### config.mk
export PLATFORM = sky130hd
export DESIGN_NAME = fsq_seq
export DESIGN_NICKNAME = d
export VERILOG_FILES = /design/src/fsq_pkg.sv /design/src/fsq_pin_if.sv /design/src/fsq_addr_step.sv /design/src/fsq_pin_sync.sv /design/src/fsq_seq.sv
export VERILOG_INCLUDE_DIRS = /design/src
export SDC_FILE = /design/constraint.sdc
export NUM_CORES = 1
export LEC_CHECK = 0
export BUFFER_PORTS_ARGS = -buffer_cell sky130_fd_sc_hd__buf_4
export CORE_ASPECT_RATIO = 1.5
export CORE_MARGIN = 10
export CORE_UTILIZATION = 37
export DETAILED_ROUTE_END_ITERATION = 8
export SLEW_MARGIN = 30
export SYNTH_ARGS = -nofsm -noshare
export SYNTH_HDL_FRONTEND = slang
export SYNTH_SLANG_ARGS = --single-unit
### constraint.sdc
create_clock -name i_clk_sys -period 8.4 [get_ports i_clk_sys]
set_clock_uncertainty 0.15 [all_clocks]
set_input_delay 0 -clock i_clk_sys [delete_from_list [all_inputs] [get_ports i_clk_sys]]
set_output_delay 0 -clock i_clk_sys [all_outputs]
set_load 0.005 [all_outputs]
### src/fsq_regs.svh
// Purpose: named constants of the quad read / wrap / id sequencer
// Assumes: included by bare name
// Notes:   counts are serial clocks or bits as named
`ifndef FSQ_REGS_SVH
`define FSQ_REGS_SVH
`define FSQ_OP_WORD_RD   8'hE7
`define FSQ_OP_OCT_RD    8'hE3
`define FSQ_OP_QIO_RD    8'hEB
`define FSQ_OP_SET_WRAP  8'h77
`define FSQ_OP_WRAP_RD   8'h0C
`define FSQ_OP_ID_SGL    8'h90
`define FSQ_OP_ID_DUAL   8'h92
`define FSQ_OP_ID_QUAD   8'h94
`define FSQ_OP_MODE_RST  8'hFF
`define FSQ_CONT_KEEP    2'h2
`define FSQ_MODE_FLD     5:4
`define FSQ_WRAP_DIS_BIT 4
`define FSQ_WRAP_LEN_FLD 6:5
`define FSQ_WRAP_DIS_RST 1'b1
`define FSQ_WRAP_MIN     8'h08
`define FSQ_CMD_BITS     5'h08
`define FSQ_ADDR_BITS    5'h18
`define FSQ_MODE_BITS    5'h08
`define FSQ_WARG_BITS    5'h08
`define FSQ_DUM_WORD     5'h02
`define FSQ_DUM_QIO      5'h04
`define FSQ_DUM_IDQ      5'h04
`define FSQ_DUM_PRM_MIN  5'h02
`define FSQ_BYTE_LAST    3'h7
`define FSQ_OE_X1        4'h2
`define FSQ_OE_X2        4'h3
`define FSQ_OE_X4        4'hF
`define FSQ_PIN_RST      6'h20
`endif

### src/fsq_pkg.sv
// Purpose: shared types of the sequencer
// Assumes: nothing
// Notes:   states coded in binary
package fsq_pkg;
    typedef enum logic [2:0] {
        FSQ_ST_CMD    = 3'h0,
        FSQ_ST_ADDR   = 3'h1,
        FSQ_ST_MODE   = 3'h2,
        FSQ_ST_DUMMY  = 3'h3,
        FSQ_ST_DATA   = 3'h4,
        FSQ_ST_WARG   = 3'h5,
        FSQ_ST_IGNORE = 3'h6
    } fsq_state_t;
endpackage

### src/fsq_pin_if.sv
// Purpose: filtered pin levels and edges between synchroniser and sequencer
// Assumes: one system clock
// Notes:   edges are one-cycle pulses
`timescale 1ns/10ps
`default_nettype none
interface fsq_pin_if;
    logic       cs_n;
    logic       cs_fall;
    logic       cs_rise;
    logic       sclk_rise;
    logic       sclk_fall;
    logic [3:0] io;
    modport drv (output cs_n, cs_fall, cs_rise, sclk_rise, sclk_fall, io);
    modport use_p (input cs_n, cs_fall, cs_rise, sclk_rise, sclk_fall, io);
endinterface
`default_nettype wire

### src/fsq_addr_step.sv
// Purpose: next read address, linear or folded inside a wrap section
// Assumes: wrap sections are 8, 16, 32 or 64 bytes inside a 256-byte page
// Notes:   purely combinational
`timescale 1ns/10ps
`default_nettype none
`include "fsq_regs.svh"
module fsq_addr_step #(
    parameter int AW = 24
) (
    input  wire logic [AW-1:0] i_addr,
    input  wire logic          i_wrap_en,
    input  wire logic [1:0]    i_len_sel,
    output var  logic [AW-1:0] o_next
);
    if (AW < 9) begin : g_chk
        $error("fsq_addr_step needs an address above one page");
    end

    logic [7:0] mask;
    logic [7:0] low;

    always_comb begin
        mask = (`FSQ_WRAP_MIN << i_len_sel) - 8'h01;
        low  = (i_addr[7:0] & ~mask) | ((i_addr[7:0] + 8'h01) & mask);
        o_next = i_wrap_en ? {i_addr[AW-1:8], low} : i_addr + AW'(1);
    end
endmodule
`default_nettype wire

### src/fsq_pin_sync.sv
// Purpose: three-stage synchroniser and edge finder for the flash pins
// Assumes: pins asynchronous to i_clk_sys
// Notes:   a level counts once stages two and three agree
`timescale 1ns/10ps
`default_nettype none
`include "fsq_regs.svh"
module fsq_pin_sync #(
    parameter int W = 6
) (
    input  wire logic       i_clk_sys,
    input  wire logic       i_nrst,
    input  wire logic       i_cs_n,
    input  wire logic       i_sclk,
    input  wire logic [3:0] i_io,
    fsq_pin_if.drv          pins
);
    if (W != 6) begin : g_chk
        $error("fsq_pin_sync serves exactly six pins");
    end

    logic [W-1:0] s1_r, s2_r, s3_r, f_r, f_nxt;
    logic         sr_r, sr_nxt, sf_r, sf_nxt, cf_r, cf_nxt, cr_r, cr_nxt;

    always_comb begin
        for (int b = 0; b < W; b++) begin
            f_nxt[b] = (s2_r[b] == s3_r[b]) ? s3_r[b] : f_r[b];
        end
        sr_nxt = f_nxt[4] & ~f_r[4];
        sf_nxt = ~f_nxt[4] & f_r[4];
        cf_nxt = ~f_nxt[5] & f_r[5];
        cr_nxt = f_nxt[5] & ~f_r[5];
    end

    always_ff @(posedge i_clk_sys) begin
        if (!i_nrst) begin
            s1_r <= `FSQ_PIN_RST;
            s2_r <= `FSQ_PIN_RST;
            s3_r <= `FSQ_PIN_RST;
            f_r  <= `FSQ_PIN_RST;
            sr_r <= 1'b0;
            sf_r <= 1'b0;
            cf_r <= 1'b0;
            cr_r <= 1'b0;
        end else begin
            s1_r <= {i_cs_n, i_sclk, i_io};
            s2_r <= s1_r;
            s3_r <= s2_r;
            f_r  <= f_nxt;
            sr_r <= sr_nxt;
            sf_r <= sf_nxt;
            cf_r <= cf_nxt;
            cr_r <= cr_nxt;
        end
    end

    assign pins.cs_n      = f_r[5];
    assign pins.io        = f_r[3:0];
    assign pins.sclk_rise = sr_r;
    assign pins.sclk_fall = sf_r;
    assign pins.cs_fall   = cf_r;
    assign pins.cs_rise   = cr_r;
endmodule
`default_nettype wire

### src/fsq_seq.sv
// Purpose: instruction decode and read sequencing of a serial NOR flash
// Assumes: pins sampled by i_clk_sys, serial clock well below a tenth of it
// Notes:   memory array and id values sit outside, read by o_mem_addr
// What this block does
// - Word read waits two dummy clocks
// - Address advances one per output byte
// - Word read needs the quad enable bit
// - Mode bits 10 keep next transfer opcode-less
// - Other mode bits require an opcode again
// - Mode reset command clears continuous mode bits
// - Wrap folds reads inside the aligned section
// - Wrap disable bit high means off, reset high
// - Wrap length field selects 8 to 64
// - Wrap setting applies until disabled again
// - Octal word read has no dummy clocks
// - Octal read needs the quad enable bit
// - Only mode bits 5:4 matter
// - Continuous octal read starts with address
// - Burst wrap read folds like fast read
// - Burst wrap length and dummies from parameters
// - Id read at zero gives maker then device
// - Id read at one gives device first
// - Dual id two bits, quad four plus dummies
// - Sample on rising edges, drive on falling
`timescale 1ns/10ps
`default_nettype none
`include "fsq_regs.svh"
module fsq_seq (
    input  wire logic        i_clk_sys,
    input  wire logic        i_nrst,
    input  wire logic        i_cs_n,
    input  wire logic        i_sclk,
    input  wire logic [3:0]  i_io,
    output var  logic [3:0]  o_io,
    output var  logic [3:0]  o_io_oe,
    input  wire logic        i_quad_enable,
    input  wire logic        i_four_wire_mode,
    input  wire logic [1:0]  i_param_dummy_sel,
    input  wire logic [1:0]  i_param_wrap_sel,
    input  wire logic [7:0]  i_mfr_id,
    input  wire logic [7:0]  i_dev_id,
    input  wire logic [7:0]  i_mem_data,
    output var  logic [23:0] o_mem_addr,
    output var  logic        o_cont_mode,
    output var  logic        o_wrap_disable,
    output var  logic [1:0]  o_wrap_len
);
    fsq_pin_if pins ();

    fsq_pin_sync u_sync (
        .i_clk_sys (i_clk_sys),
        .i_nrst    (i_nrst),
        .i_cs_n    (i_cs_n),
        .i_sclk    (i_sclk),
        .i_io      (i_io),
        .pins      (pins.drv)
    );

    fsq_pkg::fsq_state_t st_r, st_nxt;
    logic [7:0]  cmd_r, cmd_nxt, cont_cmd_r, cont_cmd_nxt;
    logic [4:0]  cnt_r, cnt_nxt, dum_r, dum_nxt;
    logic [23:0] sh_r, sh_nxt, sh_in, addr_r, addr_nxt, addr_step;
    logic        cont_r, cont_nxt, wdis_r, wdis_nxt, idsel_r, idsel_nxt;
    logic [1:0]  wlen_r, wlen_nxt, wlen_eff, lg, dlg;
    logic [7:0]  dat_r, dat_nxt, byte_v;
    logic [2:0]  bcnt_r, bcnt_nxt;
    logic [3:0]  out_r, out_nxt, oe_r, oe_nxt, oe_lanes;
    logic [4:0]  plen, dumlen, qdum;
    logic        last, is_id, wrap_on;

    function automatic logic [3:0] f_put(input logic [7:0] b, input logic [1:0] l);
        case (l)
            2'h0:    f_put = {2'h0, b[7], 1'b0};
            2'h1:    f_put = {2'h0, b[7:6]};
            default: f_put = b[7:4];
        endcase
    endfunction

    // Lane count per phase as a shift amount: 0 single, 1 dual, 2 quad
    always_comb begin
        case (cmd_r)
            `FSQ_OP_WORD_RD, `FSQ_OP_OCT_RD, `FSQ_OP_QIO_RD,
            `FSQ_OP_ID_QUAD, `FSQ_OP_WRAP_RD: dlg = 2'h2;
            `FSQ_OP_ID_DUAL:                  dlg = 2'h1;
            default:                          dlg = 2'h0;
        endcase
        lg = (st_r == fsq_pkg::FSQ_ST_CMD) ? (i_four_wire_mode ? 2'h2 : 2'h0) : dlg;
        oe_lanes = (dlg == 2'h2) ? `FSQ_OE_X4 : (dlg == 2'h1) ? `FSQ_OE_X2 : `FSQ_OE_X1;
        qdum = {2'h0, i_param_dummy_sel, 1'b0} + `FSQ_DUM_PRM_MIN;
        case (cmd_r)
            `FSQ_OP_WORD_RD: dumlen = `FSQ_DUM_WORD;
            `FSQ_OP_QIO_RD:  dumlen = `FSQ_DUM_QIO;
            `FSQ_OP_ID_QUAD: dumlen = `FSQ_DUM_IDQ;
            `FSQ_OP_WRAP_RD: dumlen = qdum;
            default:         dumlen = 5'h00;
        endcase
        unique case (st_r)
            fsq_pkg::FSQ_ST_CMD:   plen = `FSQ_CMD_BITS >> lg;
            fsq_pkg::FSQ_ST_ADDR:  plen = `FSQ_ADDR_BITS >> lg;
            fsq_pkg::FSQ_ST_MODE:  plen = `FSQ_MODE_BITS >> lg;
            fsq_pkg::FSQ_ST_DUMMY: plen = dumlen;
            fsq_pkg::FSQ_ST_WARG:  plen = `FSQ_WARG_BITS;
            fsq_pkg::FSQ_ST_DATA,
            fsq_pkg::FSQ_ST_IGNORE: plen = 5'h00;
        endcase
        last = (cnt_r + 5'h01) == plen;
        case (lg)
            2'h0:    sh_in = {sh_r[22:0], pins.io[0]};
            2'h1:    sh_in = {sh_r[21:0], pins.io[1:0]};
            default: sh_in = {sh_r[19:0], pins.io};
        endcase
        is_id = (cmd_r == `FSQ_OP_ID_SGL) || (cmd_r == `FSQ_OP_ID_DUAL)
             || (cmd_r == `FSQ_OP_ID_QUAD);
        wrap_on = (cmd_r == `FSQ_OP_WRAP_RD)
               || (((cmd_r == `FSQ_OP_WORD_RD) || (cmd_r == `FSQ_OP_QIO_RD))
                   && !wdis_r);
        wlen_eff = (cmd_r == `FSQ_OP_WRAP_RD) ? i_param_wrap_sel : wlen_r;
        byte_v = is_id ? (idsel_r ? i_dev_id : i_mfr_id) : i_mem_data;
    end

    fsq_addr_step #(
        .AW (24)
    ) u_step (
        .i_addr    (addr_r),
        .i_wrap_en (wrap_on),
        .i_len_sel (wlen_eff),
        .o_next    (addr_step)
    );

    always_comb begin
        st_nxt       = st_r;
        cmd_nxt      = cmd_r;
        cont_cmd_nxt = cont_cmd_r;
        cnt_nxt      = cnt_r;
        dum_nxt      = dum_r;
        sh_nxt       = sh_r;
        addr_nxt     = addr_r;
        cont_nxt     = cont_r;
        wdis_nxt     = wdis_r;
        wlen_nxt     = wlen_r;
        idsel_nxt    = idsel_r;
        dat_nxt      = dat_r;
        bcnt_nxt     = bcnt_r;
        out_nxt      = out_r;
        oe_nxt       = oe_r;
        if (pins.cs_rise) begin
            st_nxt = fsq_pkg::FSQ_ST_IGNORE;
            oe_nxt = 4'h0;
            cnt_nxt = 5'h00;
        end else if (pins.cs_fall) begin
            cnt_nxt = 5'h00;
            dum_nxt = 5'h00;
            bcnt_nxt = 3'h0;
            if (cont_r) begin
                st_nxt = fsq_pkg::FSQ_ST_ADDR;
                cmd_nxt = cont_cmd_r;
            end else begin
                st_nxt = fsq_pkg::FSQ_ST_CMD;
            end
        end else if (pins.sclk_rise && (st_r != fsq_pkg::FSQ_ST_DATA)
                     && (st_r != fsq_pkg::FSQ_ST_IGNORE)) begin
            sh_nxt = sh_in;
            cnt_nxt = cnt_r + 5'h01;
            if (st_r == fsq_pkg::FSQ_ST_DUMMY) begin
                dum_nxt = dum_r + 5'h01;
            end
            if (last) begin
                cnt_nxt = 5'h00;
                unique case (st_r)
                    fsq_pkg::FSQ_ST_CMD: begin
                        cmd_nxt = sh_in[7:0];
                        case (sh_in[7:0])
                            `FSQ_OP_WORD_RD, `FSQ_OP_OCT_RD, `FSQ_OP_QIO_RD,
                            `FSQ_OP_ID_QUAD: st_nxt = i_quad_enable ? fsq_pkg::FSQ_ST_ADDR
                                                   : fsq_pkg::FSQ_ST_IGNORE;
                            `FSQ_OP_ID_SGL, `FSQ_OP_ID_DUAL,
                            `FSQ_OP_SET_WRAP: st_nxt = fsq_pkg::FSQ_ST_ADDR;
                            `FSQ_OP_WRAP_RD: st_nxt = i_four_wire_mode ? fsq_pkg::FSQ_ST_ADDR
                                                   : fsq_pkg::FSQ_ST_IGNORE;
                            `FSQ_OP_MODE_RST: begin
                                cont_nxt = 1'b0;
                                st_nxt = fsq_pkg::FSQ_ST_IGNORE;
                            end
                            default: st_nxt = fsq_pkg::FSQ_ST_IGNORE;
                        endcase
                    end
                    fsq_pkg::FSQ_ST_ADDR: begin
                        addr_nxt = sh_in;
                        idsel_nxt = sh_in[0];
                        case (cmd_r)
                            `FSQ_OP_WORD_RD, `FSQ_OP_OCT_RD,
                            `FSQ_OP_QIO_RD: st_nxt = fsq_pkg::FSQ_ST_MODE;
                            `FSQ_OP_SET_WRAP: st_nxt = fsq_pkg::FSQ_ST_WARG;
                            `FSQ_OP_ID_QUAD,
                            `FSQ_OP_WRAP_RD: st_nxt = fsq_pkg::FSQ_ST_DUMMY;
                            `FSQ_OP_ID_SGL,
                            `FSQ_OP_ID_DUAL: st_nxt = fsq_pkg::FSQ_ST_DATA;
                            default: st_nxt = fsq_pkg::FSQ_ST_IGNORE;
                        endcase
                    end
                    fsq_pkg::FSQ_ST_MODE: begin
                        // Only bits 5:4 decide; low nibble is ignored
                        cont_nxt = sh_in[`FSQ_MODE_FLD] == `FSQ_CONT_KEEP;
                        cont_cmd_nxt = cmd_r;
                        st_nxt = (dumlen == 5'h00) ? fsq_pkg::FSQ_ST_DATA
                                                   : fsq_pkg::FSQ_ST_DUMMY;
                    end
                    fsq_pkg::FSQ_ST_DUMMY: st_nxt = fsq_pkg::FSQ_ST_DATA;
                    fsq_pkg::FSQ_ST_WARG: begin
                        wdis_nxt = sh_in[`FSQ_WRAP_DIS_BIT];
                        wlen_nxt = sh_in[`FSQ_WRAP_LEN_FLD];
                        st_nxt = fsq_pkg::FSQ_ST_IGNORE;
                    end
                    fsq_pkg::FSQ_ST_DATA,
                    fsq_pkg::FSQ_ST_IGNORE: st_nxt = st_r;
                endcase
            end
        end else if (pins.sclk_fall && (st_r == fsq_pkg::FSQ_ST_DATA)) begin
            oe_nxt = oe_lanes;
            if (bcnt_r == 3'h0) begin
                out_nxt = f_put(byte_v, dlg);
                dat_nxt = 8'(byte_v << (3'h1 << dlg));
                bcnt_nxt = `FSQ_BYTE_LAST >> dlg;
                if (is_id) begin
                    idsel_nxt = ~idsel_r;
                end else begin
                    addr_nxt = addr_step;
                end
            end else begin
                out_nxt = f_put(dat_r, dlg);
                dat_nxt = 8'(dat_r << (3'h1 << dlg));
                bcnt_nxt = bcnt_r - 3'h1;
            end
        end
    end

    always_ff @(posedge i_clk_sys) begin
        if (!i_nrst) begin
            st_r       <= fsq_pkg::FSQ_ST_IGNORE;
            cmd_r      <= 8'h00;
            cont_cmd_r <= 8'h00;
            cnt_r      <= 5'h00;
            dum_r      <= 5'h00;
            sh_r       <= 24'h000000;
            addr_r     <= 24'h000000;
            cont_r     <= 1'b0;
            wdis_r     <= `FSQ_WRAP_DIS_RST;
            wlen_r     <= 2'h0;
            idsel_r    <= 1'b0;
            dat_r      <= 8'h00;
            bcnt_r     <= 3'h0;
            out_r      <= 4'h0;
            oe_r       <= 4'h0;
        end else begin
            st_r       <= st_nxt;
            cmd_r      <= cmd_nxt;
            cont_cmd_r <= cont_cmd_nxt;
            cnt_r      <= cnt_nxt;
            dum_r      <= dum_nxt;
            sh_r       <= sh_nxt;
            addr_r     <= addr_nxt;
            cont_r     <= cont_nxt;
            wdis_r     <= wdis_nxt;
            wlen_r     <= wlen_nxt;
            idsel_r    <= idsel_nxt;
            dat_r      <= dat_nxt;
            bcnt_r     <= bcnt_nxt;
            out_r      <= out_nxt;
            oe_r       <= oe_nxt;
        end
    end

    assign o_io           = out_r;
    assign o_io_oe        = oe_r;
    assign o_mem_addr     = addr_r;
    assign o_cont_mode    = cont_r;
    assign o_wrap_disable = wdis_r;
    assign o_wrap_len     = wlen_r;
endmodule
`default_nettype wire

# [Yosys cells after proc, flatten, opt, wreduce, memory -nomap -nowiden]
# Index checks and enable logic that the tools add are counted.
[totals] romBits=0 mem_count=0 word_cells=198 ramBits=0 input_bits=38 reg_bits=123 latch_bits=0
[classes] n_mul=0 magnitude_cmp=0 shifts=7 n_mux=52 div_mod_pow=0 n_bitwise=17 n_reduce_logical=45 eq_ne=44 addsub=6
[ops] cell="$mux 24" n=7
[ops] cell="$eq 8x8->1 const B" n=13
[ops] cell="$mux 8" n=8
[ops] cell="$pmux 24 s2" n=1
[ops] cell="$mux 3" n=10
[ops] cell="$pmux 5 s5" n=1
[ops] cell="$add 24x1->24 const B" n=1
[ops] cell="$and 8x8->8" n=2
[ops] cell="$eq 8x4->1 const B" n=2
[ops] cell="$eq 8x7->1 const B" n=2
[ops] cell="$pmux 4 s2" n=2
[ops] cell="$reduce_bool 2->1" n=8
[ops] cell="$shl 8x3->8" n=2
[ops] cell="$pmux 3 s5" n=1
[ops] cell="$reduce_and 5->1" n=3
[ops] cell="$reduce_and 7->1" n=2
[ops] cell="$pmux 3 s4" n=1
[ops] cell="$pmux 4 s3" n=1
[ops] cell="$reduce_and 3->1" n=4
[ops] cell="$reduce_or 2->1" n=6
[ops] cell="$mux 1" n=11
[ops] cell="$ne 2x1->1 const B" n=5
[ops] cell="$eq 3x3->1 const B" n=3
[ops] cell="$not 1->1" n=9
[ops] cell="39 further kinds" n=66

# [Depth between registers and ports, before layout]
[logic_depth] ltp_word=13 depth_mapped=16 depth_no_buf=13

# [Modules after synthesis]
# Synthesis repeated with hierarchy kept, for this count alone.
[unflattened] hier_cells=914 area_unflattened_um2=7185.6
[by_module_without_submodules] mod="fsq_seq" area_each_um2=5865.6 seq_area_each_um2=1881.8 cells_per_inst=771 instances=1
[by_module_without_submodules] mod="fsq_pin_sync" area_each_um2=855.8 seq_area_each_um2=560.5 cells_per_inst=75 instances=1
[by_module_without_submodules] mod="fsq_addr_step" area_each_um2=464.2 seq_area_each_um2=0.0 cells_per_inst=68 instances=1

# [Least setup slack after synthesis]
# OpenSTA, ideal clock, no wires.
[synth_path] path_kind="flip-flop to flip-flop" start="register cmd_r[0]" end="register st_r[0]" arrival_time_ns=3.272 path_slack_ns=4.864 period_less_slack_ns=3.536 path_stages_with_launch=15 setup_ns=0.115 required_ns=8.135 path_cell_list="dfxtp_1 nor4_4 o211ai_2 nand2_1 inv_1 ha_1 mux2i_1 o21a_1 clkbuf_1 nor2_1 a2111oi_0 nand3_1 o211a_1 o211a_1 o21a_1"
[synth_between] elab_chain_len=13 word_cells_on_any_way=43 classes_between="18 x eq/ne; 2 x shift; 12 x mux; 11 x reduce/logical"
[synth_rtl] element="start: declaration" line="fsq_seq.sv:60" text="logic [7:0] cmd_r, cmd_nxt, cont_cmd_r, cont_cmd_nxt;"
[synth_rtl] element="start signal: assignment" line="fsq_seq.sv:256" text="cmd_r <= cmd_nxt;"
[synth_rtl] element="$eq 8x8->1 (tied with other cells)" line="fsq_seq.sv:81, fsq_seq.sv:90, fsq_seq.sv:190"
[synth_rtl] element="$reduce_or 5->1" line="fsq_seq.sv:81" text="case (cmd_r)"
[synth_rtl] element="$pmux 2 s2" line="fsq_seq.sv:81"
[synth_rtl] element="$mux 2" line="fsq_seq.sv:87" text="lg = (st_r == fsq_pkg::FSQ_ST_CMD) ? (i_four_wire_mode ? 2'h2 : 2'h0) : dlg;"
[synth_rtl] element="$eq 2x1->1 / $logic_not 2->1 (equally long branches)" line="fsq_seq.sv:107" text="case (lg)"
[synth_rtl] element="$pmux 24 s2" line="fsq_seq.sv:107"
[synth_rtl] element="$eq 8x8->1 / $eq 8x7->1 (equally long branches)" line="fsq_seq.sv:172" text="case (sh_in[7:0])"
[synth_rtl] element="$reduce_or 4->1 / $reduce_or 3->1 (equally long branches)" line="fsq_seq.sv:172"
[synth_rtl] element="$pmux 3 s3" line="fsq_seq.sv:172"
[synth_rtl] element="$pmux 3 s5" line="fsq_seq.sv:169" text="unique case (st_r)"
[synth_rtl] element="$mux 3" line="fsq_seq.sv:167" text="if (last) begin"
[synth_rtl] element="$mux 3" line="fsq_seq.sv:160" text="end else if (pins.sclk_rise && (st_r != fsq_pkg::FSQ_ST_DATA)"
[synth_rtl] element="$mux 3" line="fsq_seq.sv:150" text="end else if (pins.cs_fall) begin"
[synth_rtl] element="end signal: assignment" line="fsq_seq.sv:239" text="st_r <= fsq_pkg::FSQ_ST_IGNORE;"
[synth_rtl] element="end signal: assignment" line="fsq_seq.sv:255" text="st_r <= st_nxt;"
[synth_rtl] element="end: declaration" line="fsq_seq.sv:59" text="fsq_pkg::fsq_state_t st_r, st_nxt;"
# Parallel ways exist; a longest one is shown, timed or not. The select of a mux whose other input is x is not followed.
# A chain may end at the register's enable or synchronous reset.

# [Worst setup path in the final report]
[layout_path] start="register cmd_r[7]" end="register st_r[0]"
# Same word-level chain as after synthesis.

==> impl_metrics.ini <==
[outcome]
status = finished, final reports clean

[layout]
areaGrowthSynthToFinish_pct = 18.8
fin_nets = 1034
layout_common_cells = dfxtp_1 (122), nand2_1 (117), buf_4 (84)
fillers = 1998
finish.utilization_pct = 45.0
final_common_cell = dfxtp_1
layout-drive-gt1-share_pct = 15.1
fin_cells = 1255
antenna_cells = 0

[clocking]
clkTransAtPathRegs_ps = 60
cts_tree = yes
post_cts_buffers = 0
clock-sinks = 122
insertion_delay_ps = 430
cts_max_path_buffers = 2
clockRootBuffer = clkbuf_16
htreeDepth = 4
numCtsBuffers = 17

[routing]
avgRoutedWirePerCell_um = 19.5
viasPerCell = 5.88
drt-total-wl_mm = 24.5
postRouteAntennaNets = 0
drc_errors = 0
dr_total_vias = 7378
drtIter0Drc = 709
firstDrtPassIters = 8

[floorplan]
die_h_um = 192
core_um2 = 19200
io_pins = 74
dieWidth_um = 135
start_util_pct = 37.9
rows = 62
die-area_um2 = 25800

[flow_run]
maxCapViolCount = 0

[timing]
finalCritPeriodShare_pct = 59.2
max_freq_mhz = 201
hold_viol = 0
grt_setup_unrepaired = no
layout_min_cycle_time_ps = 4970
setup_violations = 0
tightest_slew_ps = 938
fin_tns_setup_ps = 0
drv_slew = 0
relSlewSlack_pct = 37.3
setup_ws_ps = 3430

[setup_path]
cpMostUsedCell = o21a_1
arrival_ps = 5140
critPathLaunchType = flop
cp_max_fo = 24
slowest_delay_ps = 750
worstPathCellList = nor2b_1 -> nand3_1 -> nand2_1 -> inv_1 -> ha_1 -> mux2i_1 -> o21a_1 -> nor2_2 -> a21boi_1 -> nor4_1 -> or2_0 -> o211a_1 -> o21a_1
required_ps = 8570
crit_slowest_cell = o21a_1
ff2ff_path_depth = 13
worstSetupEndpointType = flop
path_class = flop to flop

[logic_synthesis]
postSynthAreaPerCell_um2 = 7.81
synth_area_um2 = 7290
synth-edff-count = 0
synth_cell_types = 87
synth.net_count = 981
synth_area_leaders = dfxtp_1 (34%), nand2_1 (6.0%), a21oi_1 (4.5%), o21ai_0 (4.1%), nor2_1 (3.9%)
netlist_instances = 933
yosys.area.top_type = dfxtp_1
yosysSeqAreaShare_pct = 33.5
synth_ff_type = dfxtp_1
synth_warnings = 0
ys_ff_latch = 122
synthArstFlopShare_pct = 0
synth.top_cell.area_share_pct = 33.5

[min_path]
hold_path_depth = 3
hold_path_class = input pin to flop

[global_route]
grt_start_max_net_pins = 63
grt-ovfl-total = 0
grt_pass1_vias = 7076
antenna_found_initial = 0
grt_usage_pct = 18.5
grt_pass1_wl_mm = 38.4

[placement]
dp_hpwl_mm = 17.6
place_inst = 1216
dp_worst_setup_slack_ps = 3580
port_buffers = 73
place.gp.congestion = 0.966

[power_and_ir_drop]
powerDensity_nw_per_um2 = 158
vdd_drop_max_mv = 0.101
p_leak_nw = 3.06
-- what timing repair did --
action,CTS,global route
gates resized for setup,0,0
hold endpoints to repair,9,0
hold buffers,7,0
endpoints found under the setup margin,0,0
-- registers in the layout, indices dropped and copies added, names as in the netlist, 2 cells and up, named ones only --
register	count
bcnt_r	3
cmd_r	8
cnt_r	5
cont_cmd_r	8
dat_r	8
o_io	4
o_io_oe	3
o_mem_addr	19
o_wrap_len	2
sh_r	23
st_r	3
u_sync.f_r	6
u_sync.s1_r	6
u_sync.s2_r	6
u_sync.s3_r	6
-- metal layers --
metal,part of all wire (%),up-vias,track usage (%)
li1,-,3557,-
met1,40,3517,20.5
met3,5.3,64,3.63
met5,0,-,0
met2,50,240,32.3
met4,4.6,0,10.4
-- report_power, final --
part | internal, mW | switching [mW] | total [mW] | leakage (nW)
Sequential | 0.582 | 0.00192 | 0.584 | 0.986
Combinational | 0.0219 | 0.0244 | 0.0463 | 1.80
Clock | 0.418 | 0.317 | 0.735 | 0.276
-- cell usage after synthesis, drive strengths merged (9+ instances only) --
cell type  instances
dfxtp            122
buf               16
nor3              26
a21oi             67
ha                10
nand3             49
mux2i             26
nor4              11
or3               10
nor2              76
a211oi            21
o21ai             73
a22oi             14
o211ai            17
inv               24
o31ai             17
and2              18
o22ai             12
and3               9
nand2            119
a31oi             11
nand2b             9
nand4              9
a22o              15
clkbuf            41
-- cell type report --
type / instances / area [um2] / area share (%)
clock buffers: 17 / 425 / 4.91
clock inverters: 15 / 154 / 1.78
inverters: 25 / 93.8 / 1.08
multi-input cells: 729 / 4520 / 52.2
flip-flops and latches: 122 / 2440 / 28.2
well taps: 256 / 320 / 3.70
repair buffers: 91 / 701 / 8.09
-- critical path, delay by kind of cell (launching register included) --
kind	cells	cell delay, ps
AO/OA/AOI/OAI	4	1810
adder cells (fa/ha/maj)	1	260
buffers and inverters	1	120
flip-flops	1	580
multiplexers	1	300
AND/OR/NAND/NOR	6	1630
-- final timing paths --
check,to,slack [ps],start
min reg2reg,u_sync.s2_r[5],260,u_sync.s1_r[5]
min,u_sync.s1_r[5],20,i_nrst
max,st_r[0],3430,cmd_r[7]
max reg2reg,st_r[0],3430,cmd_r[7]
-- cells by family (layout without fill, tap and decap cells) --
kind of cell               count (synthesis)  count (layout)  share of synthesized area [%]
and+or+nand+nor                          371             371                           25.9
DFF                                      122             122                           33.5
muxes                                     33              33                           4.81
adders and majority gates                 10              10                           1.72
xor gates and xnor gates                  12              12                           1.44
buffers and inverters                     82             148                           4.62
AOI/OAI and AO/OA                        303             303                           28.0
-- metrics by stage --
stage                     hold slack (ps)  area (um2)  total power [mW]
after floorplan                     -48.5        7290             0.618
after global placement               41.4        8000             0.640
after detailed placement             36.8        8010             0.641
after CTS                            9.20        8660              1.37
after global routing                 34.0        8660              1.40
final                                15.4        8660              1.36
Note: power is estimated with default switching activity, not from simulation.
